$ cat config.mk
export PLATFORM = sky130hd
export DESIGN_NAME = bitbus_ctrl
export DESIGN_NICKNAME = d
export VERILOG_FILES = /design/src/hdl/bitbus_pkg.sv /design/src/hdl/bitbus_ctrl.sv
export SDC_FILE = /design/constraint.sdc
export NUM_CORES = 1
export LEC_CHECK = 0
export BUFFER_PORTS_ARGS = -buffer_cell sky130_fd_sc_hd__buf_2
export CORE_MARGIN = 2
export CORE_UTILIZATION = 30
export DETAILED_ROUTE_END_ITERATION = 12
export PLACE_DENSITY_LB_ADDON = 0.08
export SLEW_MARGIN = 15
export SYNTH_ARGS = -nofsm -noshare
export SYNTH_HDL_FRONTEND = slang
export SYNTH_SLANG_ARGS = --single-unit
$ cat constraint.sdc
create_clock -name mclk_i -period 2.7 [get_ports mclk_i]
set_input_delay 0.27 -clock mclk_i [delete_from_list [all_inputs] [get_ports mclk_i]]
set_output_delay 0.27 -clock mclk_i [all_outputs]
set_load 0.005 [all_outputs]
$ cat src/hdl/bitbus_pkg.sv
package bitbus_pkg;
   localparam logic [7:0] ctrl_offset = 8'hd8;
   localparam logic [7:0] data_offset = 8'hd9;
   localparam logic [7:0] cfg_offset = 8'hc8;
   localparam logic [7:0] ctrl_reset = 8'h81;
   localparam logic [7:0] cfg_reset = 8'h00;
   localparam int b_rbit = 7;
   localparam int b_atn = 6;
   localparam int b_rdy = 5;
   localparam int b_arl = 4;
   localparam int b_str = 3;
   localparam int b_stp = 2;
   localparam int b_own = 1;
   localparam int b_cxa = 7;
   localparam int b_idle = 6;
   localparam int b_cdr = 5;
   localparam int b_clear_arbitration_lost = 4;
   localparam int b_clear_start_seen = 3;
   localparam int b_clear_stop_seen = 2;
   localparam int b_send_repeated_start = 1;
   localparam int b_send_stop = 0;
   localparam int b_target_enable = 7;
   localparam int b_ownership_request = 6;
   localparam int b_gie = 1;
   localparam int b_bie = 0;
   localparam int setup_ns = 4700;
   localparam int clk_ns = 25;
   localparam int setup_cyc = (setup_ns + clk_ns - 1) / clk_ns;
endpackage : bitbus_pkg

$ cat src/hdl/bitbus_ctrl.sv
`timescale 1ns/1ps
module bitbus_ctrl (
   input wire logic mclk_i,
   input wire logic rst_i,
   input wire logic [7:0] address_i,
   input wire logic read_i,
   input wire logic write_i,
   input wire logic [7:0] writedata_i,
   output logic [7:0] readdata_o,
   output logic waitrequest_o,
   input wire logic scl_i,
   output logic scl_o,
   output logic scl_oe_o,
   input wire logic sda_i,
   output logic sda_o,
   output logic sda_oe_o,
   input wire logic bus_timeout_i,
   output logic irq_o,
   output logic xmit_active_o
);
   import bitbus_pkg::*;

   typedef enum {st_none, st_rstart, st_stop} cmd_t;

   // ==========================================
   // Pin synchronisers
   logic [1:0] scl_s_q, sda_s_q;
   logic scl_p_q, sda_p_q;
   always_ff @(posedge mclk_i or posedge rst_i) begin
      if (rst_i) begin
         scl_s_q <= 2'h3;
         sda_s_q <= 2'h3;
         scl_p_q <= 1'b1;
         sda_p_q <= 1'b1;
      end else begin
         scl_s_q <= {scl_s_q[0], scl_i};
         sda_s_q <= {sda_s_q[0], sda_i};
         scl_p_q <= scl_s_q[1];
         sda_p_q <= sda_s_q[1];
      end
   end
   logic scl, sda, scl_rise, scl_fall, start_det, stop_det;
   assign scl = scl_s_q[1];
   assign sda = sda_s_q[1];
   assign scl_rise = scl & ~scl_p_q;
   assign scl_fall = ~scl & scl_p_q;
   assign start_det = scl & scl_p_q & sda_p_q & ~sda;
   assign stop_det = scl & scl_p_q & ~sda_p_q & sda;

   // ==========================================
   // Bus access decode
   logic wr_ctrl, wr_data, rd_data, wr_cfg;
   logic [7:0] wd;
   assign waitrequest_o = 1'b0;
   assign wd = writedata_i;
   assign wr_ctrl = write_i && address_i == ctrl_offset;
   assign wr_data = write_i && address_i == data_offset;
   assign wr_cfg = write_i && address_i == cfg_offset;
   assign rd_data = read_i && address_i == data_offset;

   // ==========================================
   // Configuration
   logic target_enable_q, ownership_request_q, gie_q, bie_q, enabled;
   always_ff @(posedge mclk_i or posedge rst_i) begin
      if (rst_i) begin
         target_enable_q <= cfg_reset[b_target_enable];
         ownership_request_q <= cfg_reset[b_ownership_request];
         gie_q <= cfg_reset[b_gie];
         bie_q <= cfg_reset[b_bie];
      end else if (bus_timeout_i) begin
         target_enable_q <= 1'b0;
         ownership_request_q <= 1'b0;
      end else if (wr_cfg) begin
         target_enable_q <= wd[b_target_enable];
         ownership_request_q <= wd[b_ownership_request];
         gie_q <= wd[b_gie];
         bie_q <= wd[b_bie];
      end
   end
   assign enabled = target_enable_q | ownership_request_q;

   // ==========================================
   // Bus state: busy, idle slave, owner
   logic busy_q, idle_q, own_q, stop_pend_q;
   logic act_rise, act_start, act_stop;
   assign act_rise = enabled && scl_rise && (own_q || !idle_q);
   assign act_start = enabled && start_det && (own_q || !idle_q);
   assign act_stop = enabled && stop_det && (own_q || !idle_q);

   logic arl_set, arl_q;
   always_ff @(posedge mclk_i or posedge rst_i) begin
      if (rst_i) begin
         busy_q <= 1'b0;
         idle_q <= 1'b1;
         own_q <= ctrl_reset[b_own];
         stop_pend_q <= 1'b0;
      end else begin
         if (bus_timeout_i || stop_det) busy_q <= 1'b0;
         else if (start_det) busy_q <= 1'b1;
         if (!enabled || (wr_ctrl && wd[b_idle] && !own_q)) idle_q <= 1'b1;
         else if (start_det) idle_q <= 1'b0;
         if (wr_ctrl && wd[b_send_stop] && !ownership_request_q) stop_pend_q <= 1'b1;
         else if (!own_q) stop_pend_q <= 1'b0;
         if (arl_set || !enabled || (stop_pend_q && stop_det)) own_q <= 1'b0;
         else if (ownership_request_q && !busy_q && !own_q) own_q <= 1'b1;
      end
   end

   // ==========================================
   // Transmit path
   logic xa_q, xbit_q, sda_drv_q;
   cmd_t cmd_q;
   logic [12:0] hold_q;
   always_ff @(posedge mclk_i or posedge rst_i) begin
      if (rst_i) begin
         xa_q <= 1'b0;
         xbit_q <= 1'b1;
         cmd_q <= st_none;
      end else begin
         if (arl_q || arl_set) xa_q <= 1'b0;
         else if (wr_data || (wr_ctrl && (wd[b_send_repeated_start] || wd[b_send_stop]))) xa_q <= 1'b1;
         else if (rd_data || (wr_ctrl && wd[b_cxa])) xa_q <= 1'b0;
         if (wr_data) xbit_q <= wd[b_rbit];
         else if (wr_ctrl && wd[b_send_repeated_start]) xbit_q <= 1'b1;
         else if (wr_ctrl && wd[b_send_stop]) xbit_q <= 1'b0;
         if (wr_ctrl && wd[b_send_repeated_start]) cmd_q <= st_rstart;
         else if (wr_ctrl && wd[b_send_stop]) cmd_q <= st_stop;
         else if (wr_data || scl_fall || stop_det || arl_set) cmd_q <= st_none;
      end
   end
   always_ff @(posedge mclk_i or posedge rst_i) begin
      if (rst_i) hold_q <= '0;
      else if (!scl) hold_q <= '0;
      else if (hold_q != 13'(setup_cyc)) hold_q <= hold_q + 13'h1;
   end
   logic hold_done;
   assign hold_done = hold_q == 13'(setup_cyc);
   always_ff @(posedge mclk_i or posedge rst_i) begin
      if (rst_i) sda_drv_q <= 1'b0;
      else if (!xa_q || !enabled) sda_drv_q <= 1'b0;
      else if (!scl) sda_drv_q <= ~xbit_q;
      else if (hold_done && cmd_q == st_rstart) sda_drv_q <= 1'b1;
      else if (hold_done && cmd_q == st_stop) sda_drv_q <= 1'b0;
   end
   // Release history: the synchronised SDA lags our own drive by two clocks
   logic [1:0] drv_hist_q;
   always_ff @(posedge mclk_i or posedge rst_i) begin
      if (rst_i) drv_hist_q <= 2'h0;
      else drv_hist_q <= {drv_hist_q[0], sda_drv_q};
   end
   assign sda_o = 1'b0;
   assign sda_oe_o = sda_drv_q;
   assign xmit_active_o = xa_q;

   // ==========================================
   // Arbitration loss causes
   logic sent_one, cmd_rs, cmd_sp;
   assign sent_one = xa_q && !sda_drv_q;
   assign cmd_rs = cmd_q == st_rstart;
   assign cmd_sp = cmd_q == st_stop;
   always_comb begin
      arl_set = 1'b0;
      if (xa_q && enabled) begin
         if (scl_rise && sent_one && !sda && !cmd_sp) arl_set = 1'b1;
         if (start_det && sent_one && !cmd_rs) arl_set = 1'b1;
         if (own_q && cmd_rs && scl_fall && !sda_drv_q) arl_set = 1'b1;
         if (own_q && cmd_sp && scl && hold_done && !sda && !sda_drv_q && drv_hist_q == 2'h0)
            arl_set = 1'b1;
      end
   end

   // ==========================================
   // Flags: set wins over clear
   logic rbit_q, rdy_q, str_q, stp_q, attention_flag;
   always_ff @(posedge mclk_i or posedge rst_i) begin
      if (rst_i) begin
         rbit_q <= ctrl_reset[b_rbit];
         rdy_q <= 1'b0;
         arl_q <= 1'b0;
         str_q <= 1'b0;
         stp_q <= 1'b0;
      end else begin
         if (scl_rise) rbit_q <= sda;
         if (act_rise) rdy_q <= 1'b1;
         else if (rd_data || wr_data || (wr_ctrl && wd[b_cdr])) rdy_q <= 1'b0;
         if (arl_set) arl_q <= 1'b1;
         else if (wr_ctrl && wd[b_clear_arbitration_lost]) arl_q <= 1'b0;
         if (act_start) str_q <= 1'b1;
         else if (wr_ctrl && wd[b_clear_start_seen]) str_q <= 1'b0;
         if (act_stop) stp_q <= 1'b1;
         else if (wr_ctrl && wd[b_clear_stop_seen]) stp_q <= 1'b0;
      end
   end
   assign attention_flag = rdy_q | arl_q | str_q | stp_q;

   // ==========================================
   // Clock stretch
   logic scl_hold_q;
   always_ff @(posedge mclk_i or posedge rst_i) begin
      if (rst_i) scl_hold_q <= 1'b0;
      else if (!enabled) scl_hold_q <= 1'b0;
      else if (!scl && attention_flag) scl_hold_q <= 1'b1;
      else if (!attention_flag) scl_hold_q <= 1'b0;
   end
   assign scl_o = 1'b0;
   assign scl_oe_o = scl_hold_q;

   // ==========================================
   // Interrupt and read data
   logic irq_q;
   always_ff @(posedge mclk_i or posedge rst_i) begin
      if (rst_i) begin
         irq_q <= 1'b0;
      end else begin
         irq_q <= gie_q && bie_q && attention_flag;
      end
   end
   assign irq_o = irq_q;

   always_comb begin
      readdata_o = 8'h00;
      if (address_i == ctrl_offset) begin
         readdata_o[b_rbit] = rbit_q;
         readdata_o[b_atn] = attention_flag;
         readdata_o[b_rdy] = rdy_q;
         readdata_o[b_arl] = arl_q;
         readdata_o[b_str] = str_q;
         readdata_o[b_stp] = stp_q;
         readdata_o[b_own] = own_q;
         readdata_o[0] = 1'b1;
      end else if (address_i == data_offset) begin
         readdata_o[b_rbit] = rbit_q;
      end else if (address_i == cfg_offset) begin
         readdata_o = {target_enable_q, ownership_request_q, 4'h0, gie_q, bie_q};
      end
   end
endmodule : bitbus_ctrl

==> flow_metrics.env, run 1 <==
export IMPL_fin_setup_tns_ns=0
export IMPL_cts_resized=0
export IMPL_drtAntennaViolNets=0
export IMPL_die_h_um=86.0
export IMPL_cp_arrival_ns=2.14
export IMPL_drive_gt1_share_pct=23.5
export IMPL_critPathMaxFanout=5
export IMPL_cellLeakagePower_nw=1.06
export IMPL_cts_clk_slew_worst_paths_ns=0.08
export IMPL_fin_crit_sh_pct=73.2
export IMPL_first_global_vias=1532
export IMPL_antenna_found_initial=0
export IMPL_insertion_delay_ns=0.29
export IMPL_final_setup_viol_count=0
export IMPL_slew_headroom_pct=64.1
export IMPL_comb_power_share_pct=6.9
export IMPL_slowest_stage="dfrtp_1"
export IMPL_path_class="flip-flop to flip-flop"
export IMPL_via_per_inst=4.88
export IMPL_synth_edf_count=0
export IMPL_finalMaxSlewViolations=0
export IMPL_cts_sinks=41
export IMPL_hold_buffers=0
export IMPL_rsz0062_at_grt="no"
export IMPL_r2r_worst_path_cells=7
export IMPL_diodes=0
export IMPL_syn_avg_cell_area_um2=9.70
export IMPL_syn_to_final_growth_pct=17.5
export IMPL_start_kind="flip-flop"
export IMPL_overflow=0
export IMPL_grt_first_pass_wirelength_mm=7.75
export IMPL_cts_htree_levels=2
export IMPL_layout_commonest_cell="buf_2"
export IMPL_final_nets=271
export IMPL_cts_tree="built"
export IMPL_status="completed"
export IMPL_fillers=659
export IMPL_die_x_um=86.0
export IMPL_finalHoldViolations=0
export IMPL_reg2reg_to="cmd_q[0]$_DFFE_PP0P_"
export IMPL_ir_worst_vdd_mv=0.255
export IMPL_worstHoldPathType="input pin to flip-flop"
export IMPL_drt_pass1_iterations=4
export IMPL_path_cells="inv_1, ha_1, nor4b_1, and4b_1, nand4_1, a21oi_2, o21ai_0"
export IMPL_grt_usage_pct=13.6
export IMPL_async_reset_ff_share_pct=100
export IMPL_syn_cell_area_um2=2020
export IMPL_initial_core_util_pct=31.4
export IMPL_max_freq_mhz=506
export IMPL_core_um2=6420
export IMPL_cts_root_buffer="clkbuf_8"
export IMPL_clock_skew_ns=0.00605
export IMPL_synth_warnings=0
export IMPL_r2r_start="hold_q[0]$_DFFE_PP0P_"
export IMPL_core_rowCount=29
export IMPL_max_cap_violations=0
export IMPL_die_area_um2=7400
export IMPL_r2r_slack_ns=0.72
export IMPL_crit_path_max_incr_delay_ns=0.42
export IMPL_cts_made_buffers=5
export IMPL_max_slew_worst_pin_slew_ns=0.538
export IMPL_multiInputGateArea_um2=901
export IMPL_final_seq_area_um2=1040
export IMPL_switchingPower_mw=0.276
export IMPL_p_int_mw=0.973
export IMPL_seq_area_frac_synth_pct=51.4
export IMPL_cts_setup_buffers=0
export IMPL_io_buffers=34
export IMPL_hold_end="scl_s_q[0]$_DFF_PP1_"
export IMPL_utilization_pct=36.9
export IMPL_period_minus_slack_ns=1.98
export IMPL_hpwl_mm=3.47
export IMPL_final_cell_mix="buf_2 (34), dfrtp_1 (32), nand2_1 (28), nor2_1 (17), o21ai_0 (15)"
export IMPL_drc=0
export IMPL_worstHoldPathCells=1
export IMPL_wl_per_cell_um=14.4
export IMPL_ys_ff_latch=41
export IMPL_p_seq_share_pct=52.5
export IMPL_powerDensity_nw_per_um2=527
export IMPL_synth_main_ff_cell="dfrtp_1"
export IMPL_cts_path_max_buffers=2
export IMPL_cp_required_ns=2.87
export IMPL_cp_end_kind="flip-flop"
export IMPL_syn_inst=208
export IMPL_io_pin_count=38
export IMPL_yosysUniqueCellTypes=45
export IMPL_via_count=1582
export IMPL_gp_congestion=0.730
export IMPL_hp_start="scl_i"
export IMPL_grt_max_degree=42
export IMPL_pwr_share_clk_pct=40.6
export IMPL_drt_iter0_markers=59
export IMPL_p_sw_share_pct=22.1
export IMPL_routed_wl_mm=4.66
[cell families (layout without fill, tap and decap cells)]
group / after synthesis / count (layout) / share of synthesized area, %
other: 1 / 3 / 0.186
DFF: 41 / 41 / 51.4
AOI/OAI and AO/OA: 42 / 42 / 12.3
buffers and inverters: 16 / 53 / 4.28
and+or+nand+nor: 95 / 95 / 25.4
xor gates and xnor gates: 8 / 8 / 3.47
adders and majority gates: 2 / 2 / 1.24
muxes: 3 / 3 / 1.61
[worst max path at each step]
| stage | depth (start not counted) | slack, ns | start | endpoint |
|---|---|---|---|---|
| 6_report | 7 | 0.72 | hold_q[0]$_DFFE_PP0P_ | cmd_q[0]$_DFFE_PP0P_ |
| 5_1_grt | 7 | 0.49 | hold_q[0]$_DFFE_PP0P_ | cmd_q[0]$_DFFE_PP0P_ |
| 4_1_cts | 7 | 0.67 | hold_q[0]$_DFFE_PP0P_ | cmd_q[0]$_DFFE_PP0P_ |
| 3_5_place_dp | 7 | 0.70 | hold_q[0]$_DFFE_PP0P_ | cmd_q[0]$_DFFE_PP0P_ |
| 3_3_place_gp | 7 | 0.76 | hold_q[0]$_DFFE_PP0P_ | cmd_q[0]$_DFFE_PP0P_ |
| 2_1_floorplan | 8 | 0.94 | hold_q[0]$_DFFE_PP0P_ | cmd_q[0]$_DFFE_PP0P_ |
[worst max-delay path, delay by kind of cell (launching register included)]
kind | cells | cell delay, ns
and+or+nand+nor | 3 | 0.79
DFF | 1 | 0.42
buffers and inverters | 1 | 0.10
AOI/OAI and AO/OA | 2 | 0.39
adders and majority gates | 1 | 0.15
[sequential cells by signal, summed over array words and instances (netlist names), 2 cells and up]
register and flops:
hold_q 13, cmd_q 2, drv_hist_q 2, scl_s_q 2, sda_s_q 2
[area by class of cell]
cell class	count	share of cell area, %
clock buffers	7	3.64
clock inverters	1	1.27
inverters	9	1.43
multi-input cells	153	38.0
flip-flops and latches	41	43.8
well taps	77	4.07
repair buffers	36	7.81
[stage by stage]
| step | total power, mW | hold WS (ns) | setup WS (ns) | cells | area [um2] |
|---|---|---|---|---|---|
| after floorplan | 0.714 | 0.274 | 0.939 | 210 | 2020 |
| after global placement | 0.757 | 0.346 | 0.756 | 316 | 2250 |
| after detailed placement | 0.755 | 0.347 | 0.700 | 316 | 2250 |
| after CTS | 1.27 | 0.0642 | 0.672 | 324 | 2370 |
| after global routing | 1.31 | 0.0545 | 0.487 | 324 | 2370 |
| final | 1.25 | 0.0793 | 0.724 | 324 | 2370 |
[synthesized netlist by cell type, types with 3 or more instances]
| cell | number | area [um2] |
|---|---|---|
| xnor2_1 | 4 | 35.0 |
| o21ai_0 | 15 | 75.1 |
| a21oi_1 | 12 | 60.1 |
| and2_1 | 4 | 25.0 |
| dfrtp_1 | 32 | 801 |
| dfstp_2 | 9 | 236 |
| nor3_1 | 12 | 60.1 |
| buf_4 | 3 | 22.5 |
| nand3_1 | 6 | 30.0 |
| nor2_1 | 17 | 63.8 |
| nand4_1 | 6 | 37.5 |
| xor2_1 | 4 | 35.0 |
| nand4b_1 | 4 | 35.0 |
| inv_1 | 9 | 33.8 |
| nand2_1 | 28 | 105 |
[layer usage]
metal  routed length, um  vias to the layer above  GRT usage, %  part of all wire, %
li1                    -                      809             -                    -
met1                2440                      740          20.2                   52
met2                1990                       31          19.3                   43
met3                 190                        2          3.37                  4.1
met4                  41                        0          4.33                 0.88
met5                   0                        -             0                    0
[power by group through the flow]
stage / clock network, mW / registers (mW) / logic (mW)
floorplan: 0 / 0.662 / 0.0515
global placement: 0 / 0.668 / 0.0885
detailed placement: 0 / 0.667 / 0.0879
CTS: 0.527 / 0.656 / 0.0881
global route: 0.556 / 0.659 / 0.100
finish: 0.507 / 0.655 / 0.0859
Note: power is estimated with default switching activity, not from simulation.
==> run 2, diff against run 1 <==
==> constraint.sdc (replaced) <==
create_clock -name mclk_i -period 1.7 [get_ports mclk_i]
set_input_delay 0.17 -clock mclk_i [delete_from_list [all_inputs] [get_ports mclk_i]]
set_output_delay 0.17 -clock mclk_i [all_outputs]
set_load 0.005 [all_outputs]
==> flow_metrics.env, run 2 (same netlist as run 1, synthesis figures left out) <==
export IMPL_r2r_worst_path_cells=9
export IMPL_overflow=0
export IMPL_critPathMaxFanout=6
export IMPL_fin_crit_sh_pct=97.3
export IMPL_cpLargestDelayFamily="simple AND/OR/NAND/NOR gates"
export IMPL_rsz0062_at_grt="yes"
export IMPL_comb_power_share_pct=9.0
export IMPL_grtUsageMet3_pct=3.08
export IMPL_grt_usage_pct=14.6
export IMPL_antenna_found_initial=0
export IMPL_powerDensity_nw_per_um2=766
export IMPL_final_cell_mix="buf_2 (34), dfrtp_1 (31), nand2_1 (28), buf_4 (25), nor2_1 (17)"
export IMPL_period_minus_slack_ns=1.65
export IMPL_final_nets=297
export IMPL_io_buffers=34
export IMPL_p_seq_share_pct=51.6
export IMPL_grt_busiest_layer="met2"
export IMPL_wl_per_cell_um=14.3
export IMPL_multiInputGateArea_um2=957
export IMPL_final_seq_area_um2=1040
export IMPL_setup_slack_ns=0.0453
export IMPL_start_kind="flip-flop"
export IMPL_cp_arrival_ns=1.82
export IMPL_finalMaxSlewViolations=0
export IMPL_cts_tree="built"
export IMPL_final_setup_viol_count=0
export IMPL_cts_path_max_buffers=2
export IMPL_worstHoldPathType="input pin to asynchronous set/reset pin"
export IMPL_crit_path_max_incr_delay_ns=0.39
export IMPL_path_class="flip-flop to flip-flop"
export IMPL_syn_to_final_growth_pct=30.2
export IMPL_largest_register_ff_count=13
export IMPL_cts_htree_levels=2
export IMPL_drtAntennaViolNets=0
export IMPL_grt_max_degree=42
export IMPL_gp_congestion=0.805
export IMPL_layout_commonest_cell="buf_2"
export IMPL_via_count=1741
export IMPL_critical_path_buf_inv_count=3
export IMPL_initial_core_util_pct=31.4
export IMPL_violations="hold timing"
export IMPL_largest_register="hold_q"
export IMPL_dp_worst_setup_slack_ns=-0.0783
export IMPL_die_x_um=86.0
export IMPL_routed_wl_mm=5.01
export IMPL_via_per_inst=4.97
export IMPL_p_sw_share_pct=23.6
export IMPL_core_rowCount=29
export IMPL_diodes=0
export IMPL_cp_end_kind="flip-flop"
export IMPL_cp_required_ns=1.87
export IMPL_io_pin_count=38
export IMPL_cts_made_buffers=5
export IMPL_max_slew_worst_pin_slew_ns=0.528
export IMPL_slew_headroom_pct=64.7
export IMPL_drc=0
export IMPL_first_global_vias=1739
export IMPL_drt_iter0_markers=42
export IMPL_worst_path_stages=9
export IMPL_p_int_mw=1.54
export IMPL_cts_clk_slew_worst_paths_ns=0.08
export IMPL_max_cap_violations=0
export IMPL_switchingPower_mw=0.476
export IMPL_finalHoldViolations=18
export IMPL_drt_pass1_iterations=4
export IMPL_grtUsageMet2_pct=24.5
export IMPL_fillers=644
export IMPL_insertion_delay_ns=0.30
export IMPL_instances_no_fill=350
export IMPL_cts_sinks=41
export IMPL_pwr_share_clk_pct=39.4
export IMPL_cts_root_buffer="clkbuf_8"
export IMPL_max_freq_mhz=604
export IMPL_status="finished with violations"
export IMPL_clock_skew_ns=0.00674
export IMPL_ir_worst_vdd_mv=0.335
export IMPL_drive_gt1_share_pct=32.6
export IMPL_die_h_um=86.0
export IMPL_path_cells="inv_2, ha_4, nor4b_4, buf_4, nand4b_1, buf_6, nand4_1, xor2_1, nor2_1"
export IMPL_slowest_stage="dfrtp_1"
export IMPL_dp_cells=336
export IMPL_postPlaceCellArea_um2=2410
export IMPL_hold_ws_ns=-0.0131
export IMPL_gr_usage_met1_pct=19.0
export IMPL_stdcell_area_um2=2630
export IMPL_die_area_um2=7400
export IMPL_core_um2=6420
export IMPL_cellLeakagePower_nw=1.19
export IMPL_hpwl_mm=3.78
export IMPL_grt_first_pass_wirelength_mm=8.44
export IMPL_power_total_mw=2.01
run 2: cell count changes in the layout (fill, tap and decap cells not counted), sizes merged:
cell,delta
buf,+24
clkinv,+1
clkbuf,-1
dlygate4sd3,+2
run 2: cell type report:
cell class / count / area share, %
Sequential cell: 41 / 39.5
Clock buffer: 6 / 2.76
Clock inverter: 2 / 1.48
Multi-Input combinational cell: 153 / 36.4
Tap cell: 77 / 3.67
Inverter: 9 / 1.29
Timing Repair Buffer: 62 / 14.8
run 2: per-layer routing:
metal  part of all wire, %  up-vias
met2                    49       36
met4                   1.3        0
met1                    46      842
li1                      -      858
met3                   3.5        5
met5                     0        -
run 2: repair_timing:
item	4_1_cts	5_1_grt
endpoints found under the setup margin	6	12
pin swaps	6	6
hold buffers	2	0
gates cloned	0	0
resized for setup	5	6
setup buffers	2	2
hold endpoints to repair	2	0
run 2: stage by stage:
step                      util, %  hold slack, ns   TNS, ns
after floorplan                 -           0.174         0
after global placement       37.5           0.277         0
after detailed placement     37.5           0.278    -0.195
after global routing         40.9          0.0663    -0.537
after CTS                    40.2         0.00561  -0.00989
final                        40.9         -0.0131         0
run 2: worst min-delay path: cells and delay by family:
kind | cells | cell delay, ns
buf+inv | 3 | 0.57
run 2: final timing paths:
check / start / endpoint / slack, ns
worst min-delay path: rst_i / cmd_q[1]$_DFFE_PP0P_ / -0.01
worst min register to register: sda_s_q[0]$_DFF_PP1_ / sda_s_q[1]$_DFF_PP1_ / 0.36
worst max register to register: hold_q[0]$_DFFE_PP0P_ / hold_q[4]$_DFFE_PP0P_ / 0.05
worst max-delay path: hold_q[0]$_DFFE_PP0P_ / hold_q[4]$_DFFE_PP0P_ / 0.05
max in group asynchronous: rst_i / arl_q$_DFFE_PP0P_ / 1.33
min in group mclk_i: bus_timeout_i / target_enable_q$_DFFE_PP0P_ / 0.09
run 2: power by group through the flow:
stage,sequential (mW),combinational (mW),clock [mW]
6_report,1.04,0.182,0.792
4_1_cts,1.04,0.185,0.822
3_3_place_gp,1.05,0.167,0
2_1_floorplan,1.05,0.0828,0
5_1_grt,1.04,0.207,0.869
3_5_place_dp,1.05,0.168,0
==> run 3, diff against run 2 <==
--- a/config.mk
+++ b/config.mk
@@ -6,6 +6,8 @@
 export NUM_CORES = 1
 export LEC_CHECK = 0
 export BUFFER_PORTS_ARGS = -buffer_cell sky130_fd_sc_hd__buf_2
+export CELL_PAD_IN_SITES_DETAIL_PLACEMENT = 1
+export CELL_PAD_IN_SITES_GLOBAL_PLACEMENT = 2
 export CORE_MARGIN = 2
 export CORE_UTILIZATION = 30
 export DETAILED_ROUTE_END_ITERATION = 12
==> flow_metrics.env, run 3 (same netlist as run 1, synthesis figures left out) <==
export IMPL_setup_slack_ns=-0.0203
export IMPL_layout_commonest_cell="buf_2"
export IMPL_max_cap_violations=0
export IMPL_via_count=1772
export IMPL_core_rowCount=29
export IMPL_fin_crit_sh_pct=101
export IMPL_diodes=0
export IMPL_worst_path_stages=7
export IMPL_gp_congestion=0.724
export IMPL_io_pin_count=38
export IMPL_wl_per_cell_um=16.0
export IMPL_max_freq_mhz=581
export IMPL_path_cells="inv_2, ha_4, nor4b_4, and4b_1, nand4_1, a21oi_4, o21ai_1"
export IMPL_cp_arrival_ns=1.90
export IMPL_ir_worst_vdd_mv=0.280
export IMPL_worstHoldPathType="input pin to asynchronous set/reset pin"
export IMPL_routed_wl_mm=5.62
export IMPL_die_x_um=86.0
export IMPL_cts_htree_levels=2
export IMPL_via_per_inst=5.05
export IMPL_cts_clk_slew_worst_paths_ns=0.08
export IMPL_syn_to_final_growth_pct=31.7
export IMPL_cts_root_buffer="clkbuf_8"
export IMPL_powerDensity_nw_per_um2=773
export IMPL_final_setup_viol_count=3
export IMPL_critPathMaxFanout=5
export IMPL_dp_worst_setup_slack_ns=-0.0690
export IMPL_drtAntennaViolNets=0
export IMPL_p_sw_share_pct=23.1
export IMPL_drt_iter0_markers=59
export IMPL_hold_ws_ns=-0.00664
export IMPL_overflow=0
export IMPL_drc=0
export IMPL_period_minus_slack_ns=1.72
export IMPL_cp_end_kind="flip-flop"
export IMPL_fillers=767
export IMPL_cp_required_ns=1.88
export IMPL_p_int_mw=1.58
export IMPL_finalHoldViolations=3
export IMPL_final_cell_mix="buf_2 (34), dfrtp_1 (31), nand2_1 (28), buf_4 (26), nor2_1 (17)"
export IMPL_critical_path_buf_inv_count=1
export IMPL_first_global_vias=1907
export IMPL_core_um2=6420
export IMPL_insertion_delay_ns=0.30
export IMPL_grt_usage_pct=16.8
export IMPL_fin_setup_tns_ns=-0.0321
export IMPL_antenna_found_initial=0
export IMPL_comb_power_share_pct=9.3
export IMPL_cts_sinks=41
export IMPL_clock_skew_ns=0.00584
export IMPL_path_class="flip-flop to flip-flop"
export IMPL_status="finished with violations"
export IMPL_die_area_um2=7400
export IMPL_finalMaxSlewViolations=0
export IMPL_cts_made_buffers=5
export IMPL_violations="hold timing, setup timing"
export IMPL_p_seq_share_pct=50.8
export IMPL_switchingPower_mw=0.475
export IMPL_slew_headroom_pct=63.9
export IMPL_cpLargestDelayFamily="simple AND/OR/NAND/NOR gates"
export IMPL_largest_register_ff_count=13
export IMPL_start_kind="flip-flop"
export IMPL_drive_gt1_share_pct=33.6
export IMPL_slowest_stage="dfrtp_1"
export IMPL_cellLeakagePower_nw=1.20
export IMPL_io_buffers=34
export IMPL_max_slew_worst_pin_slew_ns=0.541
export IMPL_drt_pass1_iterations=4
export IMPL_final_nets=298
export IMPL_crit_path_max_incr_delay_ns=0.39
export IMPL_largest_register="hold_q"
export IMPL_cts_tree="built"
export IMPL_initial_core_util_pct=31.4
export IMPL_grt_first_pass_wirelength_mm=9.58
export IMPL_pwr_share_clk_pct=39.9
export IMPL_hpwl_mm=4.11
export IMPL_rsz0062_at_grt="yes"
export IMPL_die_h_um=86.0
export IMPL_r2r_worst_path_cells=7
export IMPL_grt_max_degree=42
export IMPL_cts_path_max_buffers=2
-- run 3: cell types whose count changed in the layout (fill, tap and decap cells not counted), sizes merged --
cell / before / now
clkbuf: 6 / 7
clkinv: 1 / 0
buf: 60 / 61
-- run 3: layout make-up --
type	count	area, um2	area share [%]
Sequential cell	41	1040	39.1
Inverter	9	33.8	1.27
Tap cell	77	96.3	3.63
Clock inverter	1	30.0	1.13
Multi-Input combinational cell	153	975	36.7
Timing Repair Buffer	63	397	14.9
Clock buffer	7	86.3	3.25
-- run 3: through the flow --
stage / utilization [%] / hold WS, ns / cell area (um2) / instances / power, mW
after floorplan: - / 0.174 / 2030 / 210 / 1.13
after CTS: 40.4 / 0.0220 / 2590 / 349 / 2.07
after global routing: 41.4 / 0.0525 / 2660 / 351 / 2.16
final: 41.4 / -0.00664 / 2660 / 351 / 2.05
after global placement: 37.6 / 0.275 / 2420 / 337 / 1.23
after detailed placement: 37.6 / 0.278 / 2420 / 337 / 1.23
-- run 3: worst paths after layout --
kind | from | endpoint | slack (ns)
min in group mclk_i | bus_timeout_i | ownership_request_q$_DFFE_PP0P_ | 0.08
min reg2reg | sda_s_q[0]$_DFF_PP1_ | sda_s_q[1]$_DFF_PP1_ | 0.36
max reg2reg | hold_q[0]$_DFFE_PP0P_ | cmd_q[0]$_DFFE_PP0P_ | -0.02
max | hold_q[0]$_DFFE_PP0P_ | cmd_q[0]$_DFFE_PP0P_ | -0.02
min | rst_i | hold_q[2]$_DFFE_PP0P_ | -0.007
max in group asynchronous | rst_i | stp_q$_DFFE_PP0P_ | 1.30
-- run 3: power groups by stage --
stage               clock network [mW]  registers [mW]  logic [mW]
detailed placement                   0            1.06       0.168
finish                           0.819            1.04       0.192
CTS                              0.850            1.04       0.177
floorplan                            0            1.05      0.0828
global placement                     0            1.06       0.166
global route                     0.886            1.05       0.220
-- run 3: routing by layer --
layer / vias to the layer above / GRT usage, % / part of all wire, %
met5: - / 0 / 0
met4: 0 / 5.63 / 1.4
met3: 8 / 3.18 / 3.2
met2: 33 / 24.7 / 43
met1: 869 / 24.8 / 52
li1: 862 / - / -
-- run 3: what timing repair did --
action | 4_1_cts | 5_1_grt
buffers inserted | 2 | 2
endpoints found under the hold margin | 2 | 0
hold buffers | 2 | 0
setup endpoints to repair | 6 | 16
resized for setup | 3 | 11
pin swaps | 3 | 5
-- run 3: tightest hold or removal path, stage by stage --
cell	delay [ns]
buf_2	0.09
inv_1	0.04
buf_4	0.45
